<file path="config.mk">
export PLATFORM = sky130hd
export DESIGN_NAME = dio_top
export DESIGN_NICKNAME = d
export VERILOG_FILES = /design/src/hdl/dio_sync.v /design/src/hdl/dio_port.v /design/src/hdl/dio_top.v
export VERILOG_INCLUDE_DIRS = /design/src /design/src/hdl
export SDC_FILE = /design/constraint.sdc
export NUM_CORES = 1
export LEC_CHECK = 0
export ABC_AREA = 1
export BUFFER_PORTS_ARGS = -buffer_cell sky130_fd_sc_hd__buf_2
export CORE_AREA = 5 5 119 121
export DETAILED_ROUTE_END_ITERATION = 12
export DIE_AREA = 0 0 124 126
export GPL_ROUTABILITY_DRIVEN = 0
export GPL_TIMING_DRIVEN = 0
export PLACE_DENSITY = 0.86
export SETUP_SLACK_MARGIN = 0.2
export SLEW_MARGIN = 20
export SYNTH_ARGS = -nofsm -noshare
export SYNTH_HDL_FRONTEND = slang
export SYNTH_SLANG_ARGS = --single-unit
</file>
<file path="constraint.sdc">
create_clock -name pclk -period 1.12 [get_ports pclk]
set_input_delay 0.112 -clock pclk [delete_from_list [all_inputs] [get_ports pclk]]
set_output_delay 0.112 -clock pclk [all_outputs]
set_load 0.02 [all_outputs]
</file>
<file path="src/hdl/dio_map.vh">
// Register offsets, field positions and reset values of the dual I/O port.
`ifndef DIO_MAP_VH
`define DIO_MAP_VH
`define DIO_PORT_A_DATA_ADDR 28'h5FFFFC0
`define DIO_PORT_B_DATA_ADDR 28'h5FFFFC2
`define DIO_WORD_ADDR 28'h5FFFFC0
`define DIO_ADDR_W 28
`define DIO_DATA_RESET 16'h0000
`define DIO_MODE_TIMING_PATTERN 2'h3
`define DIO_PULLUP_BIT 3
`define DIO_PORT_A_LANE_LO 16
`define DIO_PORT_B_LANE_LO 0
`endif

</file>
<file path="src/hdl/dio_sync.v">
// Two-flip-flop synchroniser for a vector of pin levels.
module dio_sync #(
  parameter WIDTH = 16
) (
  // Clock and reset
  input wire pclk,
  input wire presetn,
  // Levels
  input wire [WIDTH-1:0] async_in,
  output reg [WIDTH-1:0] sync_out
);
  reg [WIDTH-1:0] stage_one;

  // Only the second stage reads the first; no logic looks at it.
  always @(posedge pclk or negedge presetn) begin
    if (!presetn) begin
      stage_one <= {WIDTH{1'b0}};
      sync_out <= {WIDTH{1'b0}};
    end else begin
      stage_one <= async_in;
      sync_out <= stage_one;
    end
  end
endmodule // dio_sync

</file>
<file path="src/hdl/dio_port.v">
// One 16-bit port: data register, write gating, pin drive and read mux.
module dio_port #(
  parameter WIDTH = 16
) (
  // Clock and reset
  input wire pclk,
  input wire presetn,
  // Software side
  input wire [WIDTH-1:0] wr_data,
  input wire [WIDTH-1:0] wr_mask,
  output wire [WIDTH-1:0] rd_value,
  // Pin control
  input wire [WIDTH-1:0] direction,
  input wire [WIDTH-1:0] ordinary_io,
  input wire [WIDTH-1:0] write_block,
  input wire [WIDTH-1:0] pin_level,
  // Pins
  output wire [WIDTH-1:0] pin_out,
  output wire [WIDTH-1:0] pin_oe
);
  reg [WIDTH-1:0] data;
  genvar i;

  generate
    for (i = 0; i < WIDTH; i = i + 1) begin : g_bit
      // Bit i of the register belongs to pin i.
      always @(posedge pclk or negedge presetn) begin
        if (!presetn) begin
          data[i] <= 1'b0;
        end else if (wr_mask[i] && !write_block[i]) begin
          data[i] <= wr_data[i];
        end
      end
      // Output register reads back, input reads the live pin.
      assign rd_value[i] = direction[i] ? data[i] : pin_level[i];
      // Only an ordinary output carries the register to the pin.
      assign pin_oe[i] = direction[i] & ordinary_io[i];
      assign pin_out[i] = data[i];
    end
  endgenerate
endmodule // dio_port

</file>
<file path="src/hdl/dio_top.v">
// APB slave holding the two 16-bit general-purpose port data registers.
//
// Notes on behaviour
// Port A data register, 16 bits, at 5FFFFC0, 8/16/32-bit access.
// Port B data register, 16 bits, at 5FFFFC2, 8/16/32-bit access.
// Register bit n belongs to port pin n.
// Direction 1 and ordinary output: pin drives the stored bit.
// Direction 1: reading returns the stored bit, whatever the pin.
// Direction 0: reading returns the live pin level.
// Not an ordinary output: writes store but leave the pin alone.
// Port B timing-pattern pin with next-data enable: writes ignored.
// Power-on reset clears both registers; other resets do not. Here every presetn assertion clears both.
// Bit-3 pull-up only as wait input and only when enabled.
// Pin functions come from the outside pin function controller.
// Port B mode field value 11 selects timing pattern output.
// Direction, function selects and enables come in as inputs.
module dio_top #(
  parameter WIDTH = 16
) (
  // APB
  input wire pclk,
  input wire presetn,
  input wire psel,
  input wire penable,
  input wire pwrite,
  input wire [31:0] paddr,
  input wire [31:0] pwdata,
  input wire [3:0] pstrb,
  output wire [31:0] prdata,
  output wire pready,
  output wire pslverr,
  // Control from the pin function controller
  input wire [WIDTH-1:0] port_a_direction,
  input wire [WIDTH-1:0] port_b_direction,
  input wire [WIDTH-1:0] port_a_ordinary_io,
  input wire [WIDTH-1:0] port_b_ordinary_io,
  input wire [2*WIDTH-1:0] port_b_mode,
  input wire [WIDTH-1:0] pattern_next_data_enable,
  input wire port_a_bit3_wait_sel,
  input wire wait_pullup_enable,
  // Port A pins
  input wire [WIDTH-1:0] port_a_in,
  output wire [WIDTH-1:0] port_a_out,
  output wire [WIDTH-1:0] port_a_oe,
  output wire port_a_bit3_pullup,
  // Port B pins
  input wire [WIDTH-1:0] port_b_in,
  output wire [WIDTH-1:0] port_b_out,
  output wire [WIDTH-1:0] port_b_oe
);
`include "dio_map.vh"

  localparam [`DIO_ADDR_W-1:0] WORD_ADDR = `DIO_WORD_ADDR;

  wire [WIDTH-1:0] a_level;
  wire [WIDTH-1:0] b_level;
  wire [WIDTH-1:0] a_value;
  wire [WIDTH-1:0] b_value;
  wire [WIDTH-1:0] a_mask;
  wire [WIDTH-1:0] b_mask;
  wire [WIDTH-1:0] tp_sel;
  wire hit;
  wire do_write;
  reg [31:0] rdata;

  // Lane mask for one 16-bit half of the word, from two byte strobes.
  function [WIDTH-1:0] lane_mask;
    input [1:0] strobe;
    begin
      lane_mask = {{(WIDTH/2){strobe[1]}}, {(WIDTH/2){strobe[0]}}};
    end
  endfunction

  // Both ports share one aligned word: port A at the lower address sits in
  // the upper half, as on a big-endian bus, so byte lanes select the port.
  assign hit = (paddr[`DIO_ADDR_W-1:2] == WORD_ADDR[`DIO_ADDR_W-1:2]) &&
               (paddr[31:`DIO_ADDR_W] == 4'h0);
  assign do_write = psel & penable & pwrite & hit;
  assign a_mask = do_write ? lane_mask(pstrb[3:2]) : {WIDTH{1'b0}};
  assign b_mask = do_write ? lane_mask(pstrb[1:0]) : {WIDTH{1'b0}};

  genvar i;
  generate
    for (i = 0; i < WIDTH; i = i + 1) begin : g_tp
      // Mode 11 marks the pin as a timing pattern output.
      assign tp_sel[i] = (port_b_mode[2*i+1:2*i] ==
                          `DIO_MODE_TIMING_PATTERN) &
                         pattern_next_data_enable[i];
    end
  endgenerate

  // Pin levels come from outside the clock domain.
  dio_sync #(.WIDTH(WIDTH)) u_sync_a (
    .pclk(pclk),
    .presetn(presetn),
    .async_in(port_a_in),
    .sync_out(a_level)
  );

  dio_sync #(.WIDTH(WIDTH)) u_sync_b (
    .pclk(pclk),
    .presetn(presetn),
    .async_in(port_b_in),
    .sync_out(b_level)
  );

  // The function choice is made outside; this block only obeys it.
  dio_port #(.WIDTH(WIDTH)) u_port_a (
    .pclk(pclk),
    .presetn(presetn),
    .wr_data(pwdata[31:16]),
    .wr_mask(a_mask),
    .rd_value(a_value),
    .direction(port_a_direction),
    .ordinary_io(port_a_ordinary_io),
    .write_block({WIDTH{1'b0}}),
    .pin_level(a_level),
    .pin_out(port_a_out),
    .pin_oe(port_a_oe)
  );

  dio_port #(.WIDTH(WIDTH)) u_port_b (
    .pclk(pclk),
    .presetn(presetn),
    .wr_data(pwdata[15:0]),
    .wr_mask(b_mask),
    .rd_value(b_value),
    .direction(port_b_direction),
    .ordinary_io(port_b_ordinary_io),
    .write_block(tp_sel),
    .pin_level(b_level),
    .pin_out(port_b_out),
    .pin_oe(port_b_oe)
  );

  // Pull-up exists only for the wait function, never for I/O or select.
  assign port_a_bit3_pullup = port_a_bit3_wait_sel &
                              wait_pullup_enable;

  // Read data is registered during setup so it is stable in access.
  always @(posedge pclk or negedge presetn) begin
    if (!presetn) begin
      rdata <= 32'h00000000;
    end else if (psel && !penable && !pwrite && hit) begin
      rdata <= {a_value, b_value};
    end else if (psel && !penable) begin
      rdata <= 32'h00000000;
    end
  end

  assign prdata = rdata;
  assign pready = 1'b1;
  assign pslverr = psel & penable & ~hit;
endmodule // dio_top

</file>
==> Word-level counts from Yosys, hierarchy flattened <==
Index checks and enable logic that the tools add are counted.
{ "word_totals": {"regBits": 128, "inputBits": 219, "out_inout_bits": 99, "word_cells": 184} }
{ "op_classes": {"eq_ne": 17, "n_mux": 36, "bitwise_logic": 54, "reduce_logical": 40} }
{ "ops": {"columns": ["op", "n"], "rows": [
  ["32-bit two-way mux", 2],
  ["1-bit bitwise AND", 53],
  ["2-bit equality test, second input constant", 16],
  ["1-bit two-way mux", 32],
  ["16-bit two-way mux", 2],
  ["26-bit by 25-bit equality test with 1-bit output, second input constant", 1],
  ["1-bit logical AND", 20],
  ["1-bit zero test", 18],
  ["4-bit zero test", 1],
  ["2-bit nonzero test", 1],
  ["1-bit NOT", 1]
]} }

==> Depth between registers and ports, before layout <==
{ "logic_depth": {"word_depth": 5, "ltp_mapped": 10, "mapped_depth_nobuf": 9} }

==> Cells and area by module <==
Synthesis repeated with hierarchy kept, for this count alone.
{ "unflattened": {"cells_unflattened": 627, "hier_area_um2": 5341.4} }
{ "by_module_without_submodules": {"columns": ["module", "n_inst", "cells_per_inst", "area_each_um2", "seq_area_each_um2"], "rows": [
  ["dio_port", 2, 176, 1041.0, 400.4],
  ["dio_top", 1, 211, 1657.8, 800.8],
  ["dio_sync", 2, 32, 800.8, 800.8]
]} }

==> Worst setup path before layout <==
OpenSTA, ideal clock, no wires.
{ "synth_timing": {"path_type": "input to register", "start": "input port paddr[5]", "end": "register u_port_b.data[10], in the netlist u_port_b.pin_out[10]", "setup_ns": 0.117, "t_arrival_ns": 1.027, "required_ns": 1.003, "path_slack_ns": -0.024, "stages": 9, "path_buffers": 1, "cell_sequence": "nor2_1 -> nand2_1 -> nor2_1 -> nand2_1 -> nor2_2 -> buf_2 -> nand4_1 -> nand2_1 -> nand2_1"} }
{ "synth_via": {"elab_chain_len": 5} }
{ "synth_rtl": {"columns": ["item", "line", "source"], "rows": [
  ["start: declaration", "dio_top.v:26", "input wire [31:0] paddr,"],
  ["26-bit by 25-bit equality test with 1-bit output", "dio_top.v:76", "assign hit = (paddr[`DIO_ADDR_W-1:2] == WORD_ADDR[`DIO_ADDR_W-1:2]) &&"],
  ["1-bit logical AND", "dio_top.v:76", null],
  ["1-bit bitwise AND", "dio_top.v:78", "assign do_write = psel & penable & pwrite & hit;"],
  ["16-bit two-way mux", "dio_top.v:80", "assign b_mask = do_write ? lane_mask(pstrb[1:0]) : {WIDTH{1'b0}};"],
  ["1-bit logical AND", "dio_port.v:30", "end else if (wr_mask[i] && !write_block[i]) begin"],
  ["end signal: indexed assignment", "dio_port.v:31", "data[i] <= wr_data[i];"],
  ["end: declaration", "dio_port.v:21", "reg [WIDTH-1:0] data;"]
]} }
No other way between the ends.
A chain may end at the register's enable or synchronous reset.

==> Final worst setup path <==
{ "layout_timing": {"start": "input port paddr[5]", "end": "output port pslverr"} }
{ "layout_via": {"elab_chain_len": 4} }
{ "layout_rtl": {"columns": ["item", "line", "source"], "rows": [
  ["26-bit by 25-bit equality test with 1-bit output", "dio_top.v:76", null],
  ["1-bit logical AND", "dio_top.v:76", null],
  ["1-bit NOT", "dio_top.v:153", "assign pslverr = psel & penable & ~hit;"],
  ["1-bit bitwise AND", "dio_top.v:153", null],
  ["end: declaration", "dio_top.v:31", "output wire pslverr,"]
]} }
No other way between the ends.

==> results.txt <==
Synthesis produced a netlist with a net count of 747. The instance count of the mapped netlist is 528. The power per standard cell area is 1210 nW/um^2, and the cell area after layout is 9930 um^2. For the number of pins with negative max-slew slack in the final report, the log shows 0. Walking the worst path, the cells encountered are buf_2 > nor2_4 > nand2_1 > nor2_1 > nand2_2 > nor2_4 > buf_6 > nor2_4 > buf_6. The final setup violation count is 1.

STA puts the critical path data required time at 1010 ps. 318 I/O pins were placed. The worst relative slew slack came out at 0.630. For the wire length on met2, the log shows 12000 um. The run finished, with violations left.

After synthesis, the netlist uses 16 different library cells. The share of Yosys cell area claimed by the top area cell type is 0.628. The number of antenna violations at the first check in global routing is 2, and the final worst-path setup slack is -35.1 ps. The largest single stage delay on the critical path is 150 ps. The logs give 0.628 for the sequential-to-total area share from yosys stat and 0 for the remaining number of nets flagged by the antenna check after routing.

The total number of vias is 5876, and the number of synthesized flops with an enable pin is 0. Number of maximum-capacitance violations: 0. The cell with the most instances on the worst path was nor2_4. For flop-to-flop paths, the worst setup slack is 140 ps.

The total wire length after detailed routing was 22500 um; the cell leakage power was 5.23 nW. The run gives 64 as the quantity of hold-fixing buffers added after cts. The sum of met3 wire segment lengths after detailed routing was 1710 um; the post-route setup TNS was -35.1 ps. Summing every instance area after synthesis gives 5100 um^2. The first-pass iteration count of the detailed router was 5; the clock latency on the worst-skew pair was 420 ps. The width of the die came out at 124 um.

The path class of the tightest hold or removal check is input port to async pin. CTS built an H-tree with a depth of 4. The global-route total usage across every layer was 0.262.

TritonCTS built the clock tree. The half-perimeter wire length of the detailed placement result was 12900 um; the routed length per placed instance was 19.1 um. The kind of start point of the critical path was an input port. The worst setup path startpoint is paddr[5]. The DRC violation count after routing is 0, and the TritonCTS buffer count is 17. The critical path's slowest cell was nor2_4.

Root buffer cell: clkbuf_16. For this block, wires on met1 add up to 7700 um. Global routing finished with a remaining overflow of 0.

Compared with the post-synthesis result, the final layout area differs by 94.7%. Proportion of register bits with asynchronous set or reset after synthesis: 1.00. The run gives 12.0 mW as the total chip power. Counting instances in the post-synthesis netlist gives the leading cell types as nand2_1 (133), dfrtp_1 (128), o21ai_0 (85). Measured in cells, the most critical reg-to-reg path has a length of 4. The final reports fail on negative hold slack, negative setup slack.

Endpoint of the worst register-to-register path: prdata[10]. For the final database, setup skew stands at 7.26 ps. The critical path is of the input port to output port type. The core occupancy in the finished layout is 0.765, and the final hold violation count is 48. In this run the core area contains 42 standard-cell rows. The tools report the worst hold slack as -368 ps.

The maximum operating frequency was 866 MHz. The synthesized design contains 128 register bits. The largest total area in the synthesized netlist belongs to dfrtp_1. Clock tree synthesis found a total of 128 sinks. The run gives 13000 um^2 as the core area. The proportion of layout cells with a drive suffix above 1 was 0.534; the final clock period utilization by the worst path was 1.03. Maximum ir drop on the vdd rail: 0.00137 V. After detailed routing, no signal wire sits above met4. In this run the critical register-to-register path is launched from u_port_b.pin_out[10]. Among all flip-flop cells after synthesis, the most frequent one is dfrtp_1. The most frequent cell after synthesis was nand2_1. The tools report the buffer depth of the longest clock path as 2. The via count of the first global-routing pass was 6085; the pin slew with the least headroom to its limit was 554 ps.

After synthesis, the cell types taking the most area are dfrtp_1 (63%), nand2_1 (9.8%), o21ai_0 (8.3%), mux2i_1 (5.3%), inv_1 (4.5%). The average instance in the mapped netlist occupies 9.66 um^2. After detailed routing, the number of vias per cell comes to 5.00. For this run, the post-layout net count is 1204. Once placement finished, the instance area stood at 7010 um^2. Setup repair after global routing could not meet its margin everywhere.

In this run the vertical extent of the chip is 126 um. STA classifies the critical path endpoint as an output port. The minimum period implied by the final worst setup slack is 1160 ps. The pin count of the biggest net entering global routing was 81. The highest fanout seen on the critical path came out at 2. The count of routing violations after the opening detailed-route iteration was 315; the starting density of the core was 0.393. Buffers placed on the I/O ports in this run total 312.

At the worst endpoint, the arrival time is 1040 ps. The post-CTS clock slew at the launch and capture registers of the worst setup and hold paths came out at 60 ps. Yosys printed 0 warnings.

The logs give 15600 um^2 for the die area and 31000 um for the wire length of the first global-routing pass.
[stage by stage]
stage / hold slack [ps] / setup slack [ps] / instances
final: -368 / -35.1 / 1176
after global routing: -342 / -72.5 / 1176
after CTS: -361 / -4.63 / 1156
after detailed placement: 80.8 / -520 / 1017
after global placement: 220 / -1690 / 1016
after floorplan: -184 / 55.2 / 528
[cell families after synthesis]
| family | share of synthesized area |
|---|---|
| AOI/OAI and AO/OA | 0.0834 |
| buffers and inverters | 0.0584 |
| DFF | 0.628 |
| muxes | 0.0530 |
| other | 0.000735 |
| and+or+nand+nor | 0.176 |
[routing by layer]
metal	GRT usage	up-vias
met2	0.459	328
li1	-	2634
met3	0.0794	94
met1	0.289	2820
met5	0	-
met4	0.120	0
[layout by cell type (no fill, tap or decap), types with 17 or more instances in the layout]
cell type        n
buf_4           38
dlygate4sd3_1   64
nand2_2         17
o21ai_0         35
buf_6          101
dfrtp_1        128
nand2_1        112
clkbuf_16       20
buf_2          230
nand4_1         17
inv_1           48
o21ai_2         31
nand3_1         17
[critical path: cells and delay by family]
| kind | cells | cell delay [ps] |
|---|---|---|
| buf+inv | 3 | 380 |
| simple gates | 6 | 550 |
[cell type report]
type	count	area, um^2
clock buffers	19	443
inverters	61	256
well taps	176	220
fillers	766	3050
diodes	2	5.00
multi-input cells	323	2120
clock inverters	13	185
repair buffers	438	3360
flip-flops and latches	128	3200
plain buffers	16	135
[repair_timing]
item / in CTS / in global routing
pin swaps: 26 / 76
setup endpoints to repair: 128 / 129
gates resized for setup: 187 / 145
buffers inserted: 41 / 16
cloned: 2 / 2
endpoints found under the hold margin: 112 / 48
[worst max path at each step]
stage,cells past startpoint,end
floorplan,10,u_port_a.pin_out[12]
global placement,1,u_sync_a.sync_out[13]
detailed placement,7,u_port_b.pin_out[9]
CTS,9,pslverr
global route,9,pslverr
finish,9,pslverr
[where the power goes]
part | switching [mW] | internal (mW)
Sequential | 0.0452 | 4.74
Clock | 2.09 | 3.79
Combinational | 0.679 | 0.647
[flip-flops by register name, summed over array words and instances (netlist names)]
signal              flops
u_sync_a.sync_out      16
u_port_a.pin_out       16
u_sync_a.stage_one     16
u_port_b.pin_out       16
u_sync_b.stage_one     16
u_sync_b.sync_out      16
prdata                 32
(Power assumes the default switching activity.)
